===== src/pkg/pcb_defines.vh =====
// register offsets, field positions, reset values and timing figures
// for the configuration register bank; definitions only
`ifndef PCB_DEFINES_VH
`define PCB_DEFINES_VH

// register offsets
`define PCB_ADDR_PWR_CFG 8'h13
`define PCB_ADDR_SW_CFG 8'h14
`define PCB_ADDR_SW_FAIL 8'h15
`define PCB_ADDR_BUCK1 8'h16

// reset values
`define PCB_RST_PWR_CFG 8'h4C
`define PCB_RST_SW_CFG 8'hC0
`define PCB_RST_SW_FAIL 8'h00
`define PCB_RST_BUCK1 8'h99
`define PCB_RST_BUCK1_VSEL 6'h19

// writable bit masks, reserved bits clear
`define PCB_MASK_PWR_CFG 8'hFF
`define PCB_MASK_SW_CFG 8'hCF
`define PCB_MASK_SW_FAIL 8'h3F
`define PCB_MASK_BUCK1 8'hBF

// power_config_primary fields, then the switch_config_limits hysteresis bit (bit 6)
`define PCB_BIT_PB_HOLD 7
`define PCB_BIT_OUT2_DRV 6
`define PCB_BIT_PAIRING 5
`define PCB_PGD_HI 4
`define PCB_PGD_LO 3
`define PCB_BIT_TIGHT 2
`define PCB_UVLO_HI 1
`define PCB_BIT_UVLO_HYS 6
// switch_config_limits fields
`define PCB_BIT_WARM_EN 7
`define PCB_LS3_ILIM_HI 3
`define PCB_LS3_ILIM_LO 2
`define PCB_LS2_ILIM_HI 1
`define PCB_LS2_ILIM_LO 0
// switch_fail_discharge fields
`define PCB_CUTOFF_LO 3
`define PCB_DISCH_LO 0
// buck_one_voltage fields
`define PCB_BIT_PULSE_SKIP 7
`define PCB_VSEL_HI 5

// buck one voltage map, in millivolts
`define PCB_VSEL_BREAK 6'h32
`define PCB_MV_BASE 11'h352
`define PCB_MV_FINE 11'h00A
`define PCB_MV_BREAK 11'h546
`define PCB_MV_COARSE 11'h019

// timing: clock in kHz, so ms times kHz gives cycles
`define PCB_CLK_KHZ 32'h0003_0D40
`define PCB_PB_SHORT_MS 32'h0000_1F40
`define PCB_PB_LONG_MS 32'h0000_3A98
`define PCB_PGD0_MS 32'h0000_000A
`define PCB_PGD1_MS 32'h0000_0014
`define PCB_PGD2_MS 32'h0000_0032
`define PCB_PGD3_MS 32'h0000_0096
`define PCB_BLANK_MS 32'h0000_0005

`endif


===== src/rtl/pcb_bank.v =====
// configuration register bank of the power manager: four byte registers,
// the pin muxing, power-good delay, monitor blanking and load switch gating
// assumes a byte register port from the serial front end, the password
// state and apply triggers from elsewhere, and pins needing synchronising
// Function
// push-button hold before reset is 8 s when bit clear, 15 s when set.
// output pin two open-drain at 0, push-pull from switch-one supply at 1.
// pairing 0: io pin one open-drain output; 1: io one input drives pin two.
// power-good rise delay codes 0-3 give 10, 20, 50, 150 ms; reset code 1.
// power-good falls at once on power-down or fault; delay is rise only.
// tightness 1: tight thresholds plus overvoltage watch; 0: wide, no watch.
// warm reset enable 1 makes io pin three a buck one/two warm reset input.
// switch three current limit codes 0-3: 100/200/500/1000 mA, reset 0.
// switch two current limit codes 0-3: 100/200/500/1000 mA, reset 0.
// fail cutoff bit set turns its switch off while power-fail output low.
// discharge bit set discharges the switch output while the switch is off.
// all four registers take writes only after the password is done.
// any buck one voltage write blanks over/undervoltage watch for 5 ms.
// new buck one voltage applies only on either apply trigger bit.
// bit 7 of buck one register enables pulse skip; 0 forces fixed freq.
// voltage code maps 0.850 V +10 mV to 1.350 V, then +25 mV; reset 19h.
// io pin three output bit is ignored while warm reset enable is set.
// io one and pin two output bits are ignored while pairing is set.
// reserved bits read zero and ignore writes.
`timescale 1ns/100ps
`include "pcb_defines.vh"
module pcb_bank #(
  parameter [31:0] PB_SHORT_CYC = `PCB_PB_SHORT_MS * `PCB_CLK_KHZ,
  parameter [31:0] PB_LONG_CYC = `PCB_PB_LONG_MS * `PCB_CLK_KHZ,
  parameter [31:0] PGD0_CYC = `PCB_PGD0_MS * `PCB_CLK_KHZ,
  parameter [31:0] PGD1_CYC = `PCB_PGD1_MS * `PCB_CLK_KHZ,
  parameter [31:0] PGD2_CYC = `PCB_PGD2_MS * `PCB_CLK_KHZ,
  parameter [31:0] PGD3_CYC = `PCB_PGD3_MS * `PCB_CLK_KHZ,
  parameter [31:0] BLANK_CYC = `PCB_BLANK_MS * `PCB_CLK_KHZ,
  parameter NSW = 3
) (
  input wire i_clk,
  input wire i_rstn,
  // register port
  input wire i_wr_en,
  input wire i_rd_en,
  input wire [7:0] i_addr,
  input wire [7:0] i_wdata,
  input wire i_pw_ok,
  output reg [7:0] o_rdata,
  output reg o_wr_refused,
  // apply triggers and enable-register bits held elsewhere
  input wire i_apply_go,
  input wire i_apply_alt,
  input wire i_gpo1_bit,
  input wire i_output_pin_two_bit,
  input wire i_gpo3_bit,
  input wire [NSW-1:0] i_ls_en,
  // rails state from the sequencer, same clock
  input wire i_rails_up,
  input wire i_fault,
  // pins
  input wire i_pb_n,
  input wire i_power_fail_output_low_n,
  input wire i_io_pin_one,
  output reg o_io_pin_one,
  output reg o_io_pin_one_oe_n,
  output reg o_output_pin_two,
  output reg o_output_pin_two_oe_n,
  output reg o_out2_from_supply,
  input wire i_io_pin_three,
  output reg o_io_pin_three,
  output reg o_io_pin_three_oe_n,
  // to the analog side
  output reg o_pb_reset,
  output reg o_power_good,
  output reg o_sup_tight,
  output reg o_ov_watch,
  output reg o_uv_watch,
  output reg o_buck_warm_rst,
  output reg [1:0] o_switch_three_current_limit,
  output reg [1:0] o_switch_two_current_limit,
  output reg [NSW-1:0] o_ls_on,
  output reg [NSW-1:0] o_ls_discharge,
  output reg o_pulse_skip_enable,
  output reg [5:0] o_buck_vsel,
  output reg [10:0] o_buck_mv,
  output reg [1:0] o_uvlo_sel,
  output reg o_uvlo_hys
);

  // registers
  reg [7:0] pwr_cfg_r;
  reg [7:0] sw_cfg_r;
  reg [7:0] sw_fail_r;
  reg [7:0] buck1_r;
  reg [5:0] vsel_applied_r;

  // write decode
  wire wr_hit;
  wire wr_ok;
  wire buck_wr;
  assign wr_hit = (i_addr == `PCB_ADDR_PWR_CFG) || (i_addr == `PCB_ADDR_SW_CFG) ||
                  (i_addr == `PCB_ADDR_SW_FAIL) || (i_addr == `PCB_ADDR_BUCK1);
  assign wr_ok = i_wr_en && wr_hit && i_pw_ok;
  assign buck_wr = wr_ok && (i_addr == `PCB_ADDR_BUCK1);

  always @(posedge i_clk) begin
    if (!i_rstn) begin
      pwr_cfg_r <= `PCB_RST_PWR_CFG;
      sw_cfg_r <= `PCB_RST_SW_CFG;
      sw_fail_r <= `PCB_RST_SW_FAIL;
      buck1_r <= `PCB_RST_BUCK1;
      o_wr_refused <= 1'b0;
    end else begin
      // refusal flagged for one cycle so the front end can nack
      o_wr_refused <= i_wr_en && wr_hit && !i_pw_ok;
      if (wr_ok) begin
        case (i_addr)
          `PCB_ADDR_PWR_CFG: pwr_cfg_r <= i_wdata & `PCB_MASK_PWR_CFG;
          `PCB_ADDR_SW_CFG: sw_cfg_r <= i_wdata & `PCB_MASK_SW_CFG;
          `PCB_ADDR_SW_FAIL: sw_fail_r <= i_wdata & `PCB_MASK_SW_FAIL;
          `PCB_ADDR_BUCK1: buck1_r <= i_wdata & `PCB_MASK_BUCK1;
          default: pwr_cfg_r <= pwr_cfg_r;
        endcase
      end
    end
  end

  // read port, one cycle latency, unmapped reads zero
  always @(posedge i_clk) begin
    if (!i_rstn) begin
      o_rdata <= 8'h00;
    end else if (i_rd_en) begin
      case (i_addr)
        `PCB_ADDR_PWR_CFG: o_rdata <= pwr_cfg_r;
        `PCB_ADDR_SW_CFG: o_rdata <= sw_cfg_r & `PCB_MASK_SW_CFG;
        `PCB_ADDR_SW_FAIL: o_rdata <= sw_fail_r & `PCB_MASK_SW_FAIL;
        `PCB_ADDR_BUCK1: o_rdata <= buck1_r & `PCB_MASK_BUCK1;
        default: o_rdata <= 8'h00;
      endcase
    end
  end

  // voltage code held until an apply trigger; the code register alone
  // must not move the rail
  always @(posedge i_clk) begin
    if (!i_rstn) begin
      vsel_applied_r <= `PCB_RST_BUCK1_VSEL;
    end else if (i_apply_go || i_apply_alt) begin
      vsel_applied_r <= buck1_r[`PCB_VSEL_HI:0];
    end
  end

  // millivolt view of the applied code
  reg [10:0] mv_nxt;
  always @* begin
    mv_nxt = `PCB_MV_BASE;
    if (vsel_applied_r <= `PCB_VSEL_BREAK) begin
      mv_nxt = `PCB_MV_BASE + `PCB_MV_FINE * {5'h00, vsel_applied_r};
    end else begin
      mv_nxt = `PCB_MV_BREAK +
               `PCB_MV_COARSE * {5'h00, vsel_applied_r - `PCB_VSEL_BREAK};
    end
  end

  // pin synchronisers
  reg pb_s1_r, pb_s2_r;
  reg pfo_s1_r, pfo_s2_r;
  reg io1_s1_r, io1_s2_r;
  reg io3_s1_r, io3_s2_r;
  always @(posedge i_clk) begin
    if (!i_rstn) begin
      pb_s1_r <= 1'b1;
      pb_s2_r <= 1'b1;
      pfo_s1_r <= 1'b1;
      pfo_s2_r <= 1'b1;
      io1_s1_r <= 1'b1;
      io1_s2_r <= 1'b1;
      io3_s1_r <= 1'b1;
      io3_s2_r <= 1'b1;
    end else begin
      pb_s1_r <= i_pb_n;
      pb_s2_r <= pb_s1_r;
      pfo_s1_r <= i_power_fail_output_low_n;
      pfo_s2_r <= pfo_s1_r;
      io1_s1_r <= i_io_pin_one;
      io1_s2_r <= io1_s1_r;
      io3_s1_r <= i_io_pin_three;
      io3_s2_r <= io3_s1_r;
    end
  end

  // push-button hold timer: one reset pulse per press
  reg [31:0] pb_cnt_r;
  reg pb_fired_r;
  wire [31:0] pb_limit;
  assign pb_limit = pwr_cfg_r[`PCB_BIT_PB_HOLD] ? PB_LONG_CYC : PB_SHORT_CYC;
  always @(posedge i_clk) begin
    if (!i_rstn) begin
      pb_cnt_r <= 32'h0000_0000;
      pb_fired_r <= 1'b0;
      o_pb_reset <= 1'b0;
    end else begin
      o_pb_reset <= 1'b0;
      if (pb_s2_r) begin
        pb_cnt_r <= 32'h0000_0000;
        pb_fired_r <= 1'b0;
      end else if (!pb_fired_r) begin
        if (pb_cnt_r >= pb_limit - 32'h0000_0001) begin
          o_pb_reset <= 1'b1;
          pb_fired_r <= 1'b1;
        end else begin
          pb_cnt_r <= pb_cnt_r + 32'h0000_0001;
        end
      end
    end
  end

  // power-good delay
  wire rails_ok;
  wire pgd_busy;
  wire pgd_done;
  wire pgd_start;
  reg [31:0] pgd_load;
  assign rails_ok = i_rails_up && !i_fault;
  assign pgd_start = rails_ok && !o_power_good && !pgd_busy && !pgd_done;
  always @* begin
    case (pwr_cfg_r[`PCB_PGD_HI:`PCB_PGD_LO])
      2'h0: begin
        pgd_load = PGD0_CYC;
      end
      2'h1: begin
        pgd_load = PGD1_CYC;
      end
      2'h2: begin
        pgd_load = PGD2_CYC;
      end
      default: begin
        pgd_load = PGD3_CYC;
      end
    endcase
  end

  pcb_timer #(
    .W(32)
  ) u_pgd_timer (
    .i_clk(i_clk),
    .i_rstn(i_rstn),
    .i_start(pgd_start),
    .i_abort(!rails_ok),
    .i_load(pgd_load),
    .o_busy(pgd_busy),
    .o_done(pgd_done)
  );

  always @(posedge i_clk) begin
    if (!i_rstn) begin
      o_power_good <= 1'b0;
    end else if (!rails_ok) begin
      o_power_good <= 1'b0;
    end else if (pgd_done) begin
      o_power_good <= 1'b1;
    end
  end

  // monitor blanking after a buck one write; a second write restarts it
  wire blank_busy;
  pcb_timer #(
    .W(32)
  ) u_blank_timer (
    .i_clk(i_clk),
    .i_rstn(i_rstn),
    .i_start(buck_wr),
    .i_abort(1'b0),
    .i_load(BLANK_CYC),
    .o_busy(blank_busy),
    .o_done()
  );

  // pin muxing
  wire pairing;
  wire warm_en;
  wire out2_src;
  assign pairing = pwr_cfg_r[`PCB_BIT_PAIRING];
  assign warm_en = sw_cfg_r[`PCB_BIT_WARM_EN];
  assign out2_src = pairing ? io1_s2_r : i_output_pin_two_bit;

  always @(posedge i_clk) begin
    if (!i_rstn) begin
      o_io_pin_one <= 1'b0;
      o_io_pin_one_oe_n <= 1'b1;
      o_output_pin_two <= 1'b0;
      o_output_pin_two_oe_n <= 1'b1;
      o_out2_from_supply <= 1'b0;
      o_io_pin_three <= 1'b0;
      o_io_pin_three_oe_n <= 1'b1;
      o_buck_warm_rst <= 1'b0;
    end else begin
      // io one: released as input when paired, else low or released
      o_io_pin_one <= 1'b0;
      o_io_pin_one_oe_n <= pairing ? 1'b1 : i_gpo1_bit;
      if (pwr_cfg_r[`PCB_BIT_OUT2_DRV]) begin
        o_output_pin_two <= out2_src;
        o_output_pin_two_oe_n <= 1'b0;
        o_out2_from_supply <= 1'b1;
      end else begin
        o_output_pin_two <= 1'b0;
        o_output_pin_two_oe_n <= out2_src;
        o_out2_from_supply <= 1'b0;
      end
      // io three: warm reset input, active low, or open-drain output
      o_io_pin_three <= 1'b0;
      o_io_pin_three_oe_n <= warm_en ? 1'b1 : i_gpo3_bit;
      o_buck_warm_rst <= warm_en && !io3_s2_r;
    end
  end

  // supervisor and converter settings
  always @(posedge i_clk) begin
    if (!i_rstn) begin
      o_sup_tight <= 1'b1;
      o_ov_watch <= 1'b0;
      o_uv_watch <= 1'b0;
      o_switch_three_current_limit <= 2'h0;
      o_switch_two_current_limit <= 2'h0;
      o_pulse_skip_enable <= 1'b1;
      o_buck_vsel <= `PCB_RST_BUCK1_VSEL;
      o_buck_mv <= 11'h000;
      o_uvlo_sel <= 2'h0;
      o_uvlo_hys <= 1'b1;
    end else begin
      o_sup_tight <= pwr_cfg_r[`PCB_BIT_TIGHT];
      o_ov_watch <= pwr_cfg_r[`PCB_BIT_TIGHT] && !blank_busy && !buck_wr;
      o_uv_watch <= !blank_busy && !buck_wr;
      o_switch_three_current_limit <= sw_cfg_r[`PCB_LS3_ILIM_HI:`PCB_LS3_ILIM_LO];
      o_switch_two_current_limit <= sw_cfg_r[`PCB_LS2_ILIM_HI:`PCB_LS2_ILIM_LO];
      o_pulse_skip_enable <= buck1_r[`PCB_BIT_PULSE_SKIP];
      o_buck_vsel <= vsel_applied_r;
      o_buck_mv <= mv_nxt;
      o_uvlo_sel <= pwr_cfg_r[`PCB_UVLO_HI:0];
      o_uvlo_hys <= sw_cfg_r[`PCB_BIT_UVLO_HYS];
    end
  end

  // load switch gating, one slice per switch
  genvar g;
  generate
    for (g = 0; g < NSW; g = g + 1) begin : g_sw
      wire cut;
      wire on_nxt;
      assign cut = sw_fail_r[`PCB_CUTOFF_LO + g] && !pfo_s2_r;
      assign on_nxt = i_ls_en[g] && !cut;
      always @(posedge i_clk) begin
        if (!i_rstn) begin
          o_ls_on[g] <= 1'b0;
          o_ls_discharge[g] <= 1'b0;
        end else begin
          o_ls_on[g] <= on_nxt;
          o_ls_discharge[g] <= sw_fail_r[`PCB_DISCH_LO + g] && !on_nxt;
        end
      end
    end
  endgenerate

endmodule


===== src/rtl/pcb_timer.v =====
// reloadable one-shot down counter
// assumes one clock; start reloads even while running, abort wins over start
`timescale 1ns/100ps
module pcb_timer #(
  parameter W = 32
) (
  input wire i_clk,
  input wire i_rstn,
  input wire i_start,
  input wire i_abort,
  input wire [W-1:0] i_load,
  output reg o_busy,
  output reg o_done
);
  reg [W-1:0] cnt_r;

  always @(posedge i_clk) begin
    if (!i_rstn) begin
      cnt_r <= {W{1'b0}};
      o_busy <= 1'b0;
      o_done <= 1'b0;
    end else begin
      o_done <= 1'b0;
      if (i_abort) begin
        cnt_r <= {W{1'b0}};
        o_busy <= 1'b0;
      end else if (i_start) begin
        // a load of zero still costs one cycle
        cnt_r <= i_load;
        o_busy <= 1'b1;
      end else if (o_busy) begin
        if (cnt_r <= {{(W-1){1'b0}}, 1'b1}) begin
          o_busy <= 1'b0;
          o_done <= 1'b1;
        end else begin
          cnt_r <= cnt_r - {{(W-1){1'b0}}, 1'b1};
        end
      end
    end
  end
endmodule


===== config.mk =====
export PLATFORM = sky130hd
export DESIGN_NAME = pcb_bank
export DESIGN_NICKNAME = d
export VERILOG_FILES = /design/src/rtl/pcb_bank.v /design/src/rtl/pcb_timer.v
export VERILOG_INCLUDE_DIRS = /design/src /design/src/pkg
export SDC_FILE = /design/constraint.sdc
export NUM_CORES = 1
export LEC_CHECK = 0
export BUFFER_PORTS_ARGS = -buffer_cell sky130_fd_sc_hd__buf_4
export CORE_MARGIN = 2
export CORE_UTILIZATION = 54
export DETAILED_ROUTE_END_ITERATION = 12
export PLACE_DENSITY = 0.76
export RECOVER_POWER = 25
export REMOVE_ABC_BUFFERS = 1
export SLEW_MARGIN = 20
export SYNTH_ARGS = -nofsm -noshare
export SYNTH_HDL_FRONTEND = slang
export SYNTH_SLANG_ARGS = --single-unit

===== constraint.sdc =====
create_clock -name i_clk -period 4 [get_ports i_clk]
set_clock_uncertainty 0.1 [all_clocks]
set_input_delay 0.4 -clock i_clk [delete_from_list [all_inputs] [get_ports i_clk]]
set_output_delay 0.4 -clock i_clk [all_outputs]
set_load 0.05 [all_outputs]

* After elaboration in Yosys (flattened, before gate mapping)
Cells that the tools add are included.
** Storage, ports and cells
- Bits in registers :: 192
- Output and inout port bits :: 53
- Word-level logic and storage cells :: 155
** Operators by class
- Add/subtract/negate cells :: 7
- Multipliers :: 2
- Magnitude comparators :: 4
- Equality and inequality tests :: 8
- Multiplexer cells :: 22
- Bitwise operators :: 6
- Reduce and logical (&&, ||, !) cells :: 59
** Operators with widths (count)
- 32-bit 2-to-1 mux :: 4
- 32-bit by 1-bit subtractor with 32-bit output (second input constant) :: 3
- 25-bit one-hot mux with 3 select lines :: 1
- 32-bit by 1-bit less-or-equal comparator with 1-bit output (second input constant) :: 2
- 20-bit 2-to-1 mux :: 3
- 32-bit by 1-bit adder with 32-bit output (second input constant) :: 1
- 8-bit by 5-bit equality test with 1-bit output (second input constant) :: 4
- 32-bit >= comparator :: 1
- 8-bit one-hot mux with 4 select lines :: 1
- 1-bit logical AND :: 21
- 2-bit AND reduction :: 10
- 1-bit logical NOT :: 15
- 1-bit 2-to-1 mux :: 12
- 10-bit by 10-bit adder with 11-bit output (first input constant) :: 1
- 11-bit adder (first input constant) :: 1
- 5-bit by 6-bit multiplier with 11-bit output (first input constant) :: 1
- 11-bit 2-to-1 mux :: 1
- 3-bit by 6-bit multiplier with 9-bit output (first input constant) :: 1
- 2-bit OR reduction :: 4
- 6-bit less-or-equal comparator (second input constant) :: 1
- 1-bit NOT :: 6
- 6-bit subtractor (second input constant) :: 1
- 1-bit logical OR :: 4
- 2-bit inequality test (second input constant) :: 2
- other kinds (6) :: 7

* Longest topological paths before layout
- Depth in word-level cells :: 9
- Mapped depth :: 16
- Mapped depth without buffers :: 15

* By module
Synthesis repeated with hierarchy kept, for this count alone.
** Second synthesis, totals
- Cell total of the unflattened synthesis :: 1162
- Area, all modules :: 10107.2 um^2
** Modules (own cells, without submodules)
- pcb_bank :: times used 1, cells an instance 684, area an instance 6153.4 um^2
- pcb_timer :: times used 2, cells an instance 239, area an instance 1976.9 um^2

* Least setup slack after synthesis
Ideal clock, no wire load.
- Path kind :: flip-flop to flip-flop
- From :: register vsel_applied_r[1]
- To :: register o_buck_mv[9]
- Arrival time :: 3820 ps
- Path slack :: 11 ps
- Cell stages (with the launch flop) :: 17
- Buffers on the path :: 1
- Clock period less this slack :: 3989 ps
- Cells stage by stage :: dfxtp_1 clkbuf_1 inv_1 ha_1 xor2_1 inv_1 ha_1 inv_1 ha_1 ha_1 ha_1 o21ai_0 a21oi_1 o21a_1 or4b_2 a31o_2 a21oi_1
** On the way
- Cells in the longest elaborated chain, start to end :: 4
- Elaborated cells between the ends (all ways) :: 7
- Those cells by class :: 3 x add/sub; 2 x mul; 1 x order compare; 1 x mux
** Ends and longest elaborated chain
- start, declared :: RTL line pcb_bank.v:92 : reg [5:0] vsel_applied_r;
- start signal, assigned :: RTL line pcb_bank.v:144 : vsel_applied_r <= `PCB_RST_BUCK1_VSEL;
- start signal, assigned :: RTL line pcb_bank.v:146 : vsel_applied_r <= buck1_r[`PCB_VSEL_HI:0];
- 6-bit subtractor (no source line)
- 5-bit by 6-bit multiplier with 11-bit output (no source line)
- 11-bit adder (no source line)
- 11-bit 2-to-1 mux (*) :: RTL line pcb_bank.v:154 : if (vsel_applied_r <= `PCB_VSEL_BREAK) begin
- end signal, assigned :: RTL line pcb_bank.v:335 : o_buck_mv <= mv_nxt;
- end, declared :: RTL line pcb_bank.v:82 : output reg [10:0] o_buck_mv,
Every way passes the cells marked *; elsewhere a longest branch is shown, timed or not.
A chain may end at the register's enable or synchronous reset.

* Worst setup path after layout
Same ends and word-level chain as after synthesis.

==> metrics.md <==
| Metric | Value |
|---|---|
| Area share of the largest cell type after synthesis | `between 40% and 50%` |
| Library cells used by synthesis | `72` |
| Synthesized area per cell | `8.715 um2` |
| IO Count | `88` |
| Main synth FF type | `dfxtp_1` |
| DRT iter0 DRCs | `around 490` |
| Proportion of layout cells with a drive suffix above 1 | `a little over a tenth` |
| Drc violations | `0` |
| Hold buffers post-CTS | `0` |
| Number of enable flip-flop cells after synthesis | `0` |
| GRT overflow | `0` |
| CTS H-tree lvls | `4` |
| Crit path time final | `~3800 ps` |
| Clock buffer depth | `2` |
| Most frequent CP cell | `ha_1` |
| Pins Over Slew Limit | `41` |
| Vias per std cell | `between 5 and 6` |
| WP data required | `~4300 ps` |
| Max Cap Viol | `1` |
| Syn Std Cell Area | `9455 um2` |
| # diodes | `0` |
| CTS clk-pin slew, worst paths | `around 70 ps` |
| Count leader, synth | `dfxtp_1` |
| Total CTS buffers | `17` |
| DR vias | `~8100` |
| Synth Warn # | `0` |
| Area delta synth->final | `13.39%` |
| Leak pwr | `~4.2 nW` |
| Slew margin rel. | `-25.30%` |
| Largest delay contributor family on the critical path | `adder cells` |
| Worst path cell trace | `inv_1 -> ha_2 -> xor2_2 -> inv_1 -> ha_1 -> inv_1 -> ha_1 -> ha_1 -> ha_1 -> o21ai_2 -> a21oi_1 -> o21a_1 -> or4b_2 -> a31o_2 -> a21oi_1` |
| Top cells by area, synth | `dfxtp_1 41%, ha_1 6.9%, nor2_1 4.8%, xor2_1 4.7%, a21oi_1 3.5%` |
| Setup violations, final | `0` |
| Global-route wire length before repair | `between 30 and 40 mm` |
| Hold crit path type | `primary input to register` |
| Die W | `~140 um` |
| WL per Instance | `15.73 um` |
| Critical path's slowest cell | `or4b_2` |
| Worst EP arrival | `between 4000 and 5000 ps` |
| FMAX | `about 0.26 GHz` |
| Async set-reset flop share out of synthesis | `0%` |
| Die height | `around 140 um` |
| Nets | `about 1200` |
| Clk_lat worst skew | `around 440 ps` |
| Final HPWL DP | `15.35 mm` |
| Outcome | `complete, but fails checks` |
| Die ar. | `18580 um2` |
| Root Driver | `clkbuf_16` |
| Post-Syn Instances | `~1100` |
| Number of global-route vias before repair | `roughly 7300` |
| Synthesized flop and latch total | `192` |
| Largest net degree at the start of global routing | `45` |
| Wirelength, routed | `approximately 22 mm` |
| Worst slew pin tran | `around 1900 ps` |
| Setup Crit Path Kind | `register to register` |
| Non-filler cells, final | `about 1400` |
| Crit path buffers/inverters | `3` |
| Sequential share of the synthesized area | `40.65%` |
| Setup crit end kind | `register` |
| Antenna-violating nets left | `0` |
| Number of antenna violations at the first check in global routing | `0` |
| CTS Sinks | `between 150 and 200` |
| DP Cell Count | `roughly 1400` |
| Initial Util | `between 50 and 60%` |
| Rows | `48` |
| Yosys top cell by area | `dfxtp_1` |
| Buffers on Ports | `85` |
| Commonest cells in the synthesized netlist | `192 x dfxtp_1, 120 x nor2_1, 84 x nand2_1` |
| Worst-path maximum fanout | `4` |
| Worst vdd ir | `approximately 0.00034 V` |
| Post-route clock period utilization | `~95%` |
| Crit-path max cell delay | `~650 ps` |
| CTS tree | `built` |
| Core box area | `roughly 17000 um2` |
| Startpoint types | `register` |
| Detailed Routing Iterations Pass 1 | `5` |
| Pwr Density | `around 360 nW/um2` |
| Setup TNS | `0 ps` |
| RSZ-0062 raised after global routing | `no` |
| Final Hold Fails | `0` |
| Gr usage total | `23.76%` |
| Failing checks | `capacitance limit, slew limit` |
| RePlAce Congestion | `a little over 0.8` |
-- per-stage QoR --
step | util, % | power [mW] | area (um2) | setup slack [ps] | hold WS [ps]
final | 62.20 | 3.852 | 10720 | 197.4 | 42.80
after global routing | 62.20 | 3.980 | 10720 | 28.57 | 40.89
after CTS | 62.70 | 3.878 | 10810 | 53.41 | 37.58
after detailed placement | 59.54 | 2.295 | 10260 | -5.012 | 283.7
after global placement | 59.54 | 2.292 | 10260 | 146.9 | 271.0
after floorplan | - | 2.186 | 9238 | 120.1 | 266.6
-- routing by layer --
layer  wire length, um  track usage, %  up-vias
li1                  -               -     4020
met1             10100           32.12     3843
met2             10270           38.14      207
met3              1067           4.288       34
met4               471           8.333        0
met5                 0               0        -
-- flip-flops by register name (all words and copies together), names as in the netlist, 6 cells and up --
register,cells
o_buck_mv,11
pb_cnt_r,32
u_blank_timer.cnt_r,32
o_buck_vsel,6
sw_cfg_r,6
o_rdata,8
sw_fail_r,6
vsel_applied_r,6
u_pgd_timer.cnt_r,32
buck1_r,7
pwr_cfg_r,8
-- final timing paths --
path,startpoint,end,slack [ps],cells past startpoint
max,vsel_applied_r[1],o_buck_mv[9],200,15
min,i_power_fail_output_low_n,pfo_s1_r,40,2
max reg2reg,vsel_applied_r[1],o_buck_mv[9],200,15
min reg2reg,io3_s2_r,o_buck_warm_rst,290,1
-- timing repair --
| item | CTS | global route |
|---|---|---|
| endpoints found under the hold margin | 0 | 0 |
| endpoints found under the setup margin | 1 | 1 |
| gates resized for setup | 1 | 6 |
| setup buffers | 0 | 0 |
-- kinds of logic after synthesis --
kind of cell | synth area share (%)
simple gates | 25.76
compound gates | 13.85
flops | 40.65
buf+inv | 3.732
xor+xnor | 6.206
fa+ha+maj | 7.304
mux | 2.448
other cells | 0.03966
-- cells in the final DEF, fill, tap and decap left out, drive strengths merged, types with 7 or more instances in the layout --
master	instances
xor2	51
xnor2	16
o211ai	8
dfxtp	192
buf	70
inv	35
or3	33
a211oi	9
a21o	9
nand2	84
nand4b	10
nand3	39
clkbuf	51
nor3	21
o21ai	58
and2	20
or4	13
ha	52
nand2b	21
nor2b	7
a31oi	8
a21oi	67
nand4	26
nor2	121
and3	18
mux2i	22
nor4	16
-- where the power goes --
group / total [mW] / switching, mW / internal, mW
registers: 1.94 / 0.0120 / 1.93
clock network: 1.60 / 0.733 / 0.870
logic: 0.305 / 0.196 / 0.109
total: 3.85 / 0.941 / 2.91
-- final cells by class --
type | count | area [um2]
clock inverters | 10 | 88.84
fillers | 1517 | 6515
inverters | 35 | 131.4
repair buffers | 99 | 634.4
clock buffers | 22 | 454.2
well taps | 225 | 281.5
flip-flops and latches | 192 | 3847
multi-input cells | 810 | 5284
Note: power is estimated with default switching activity, not from simulation.
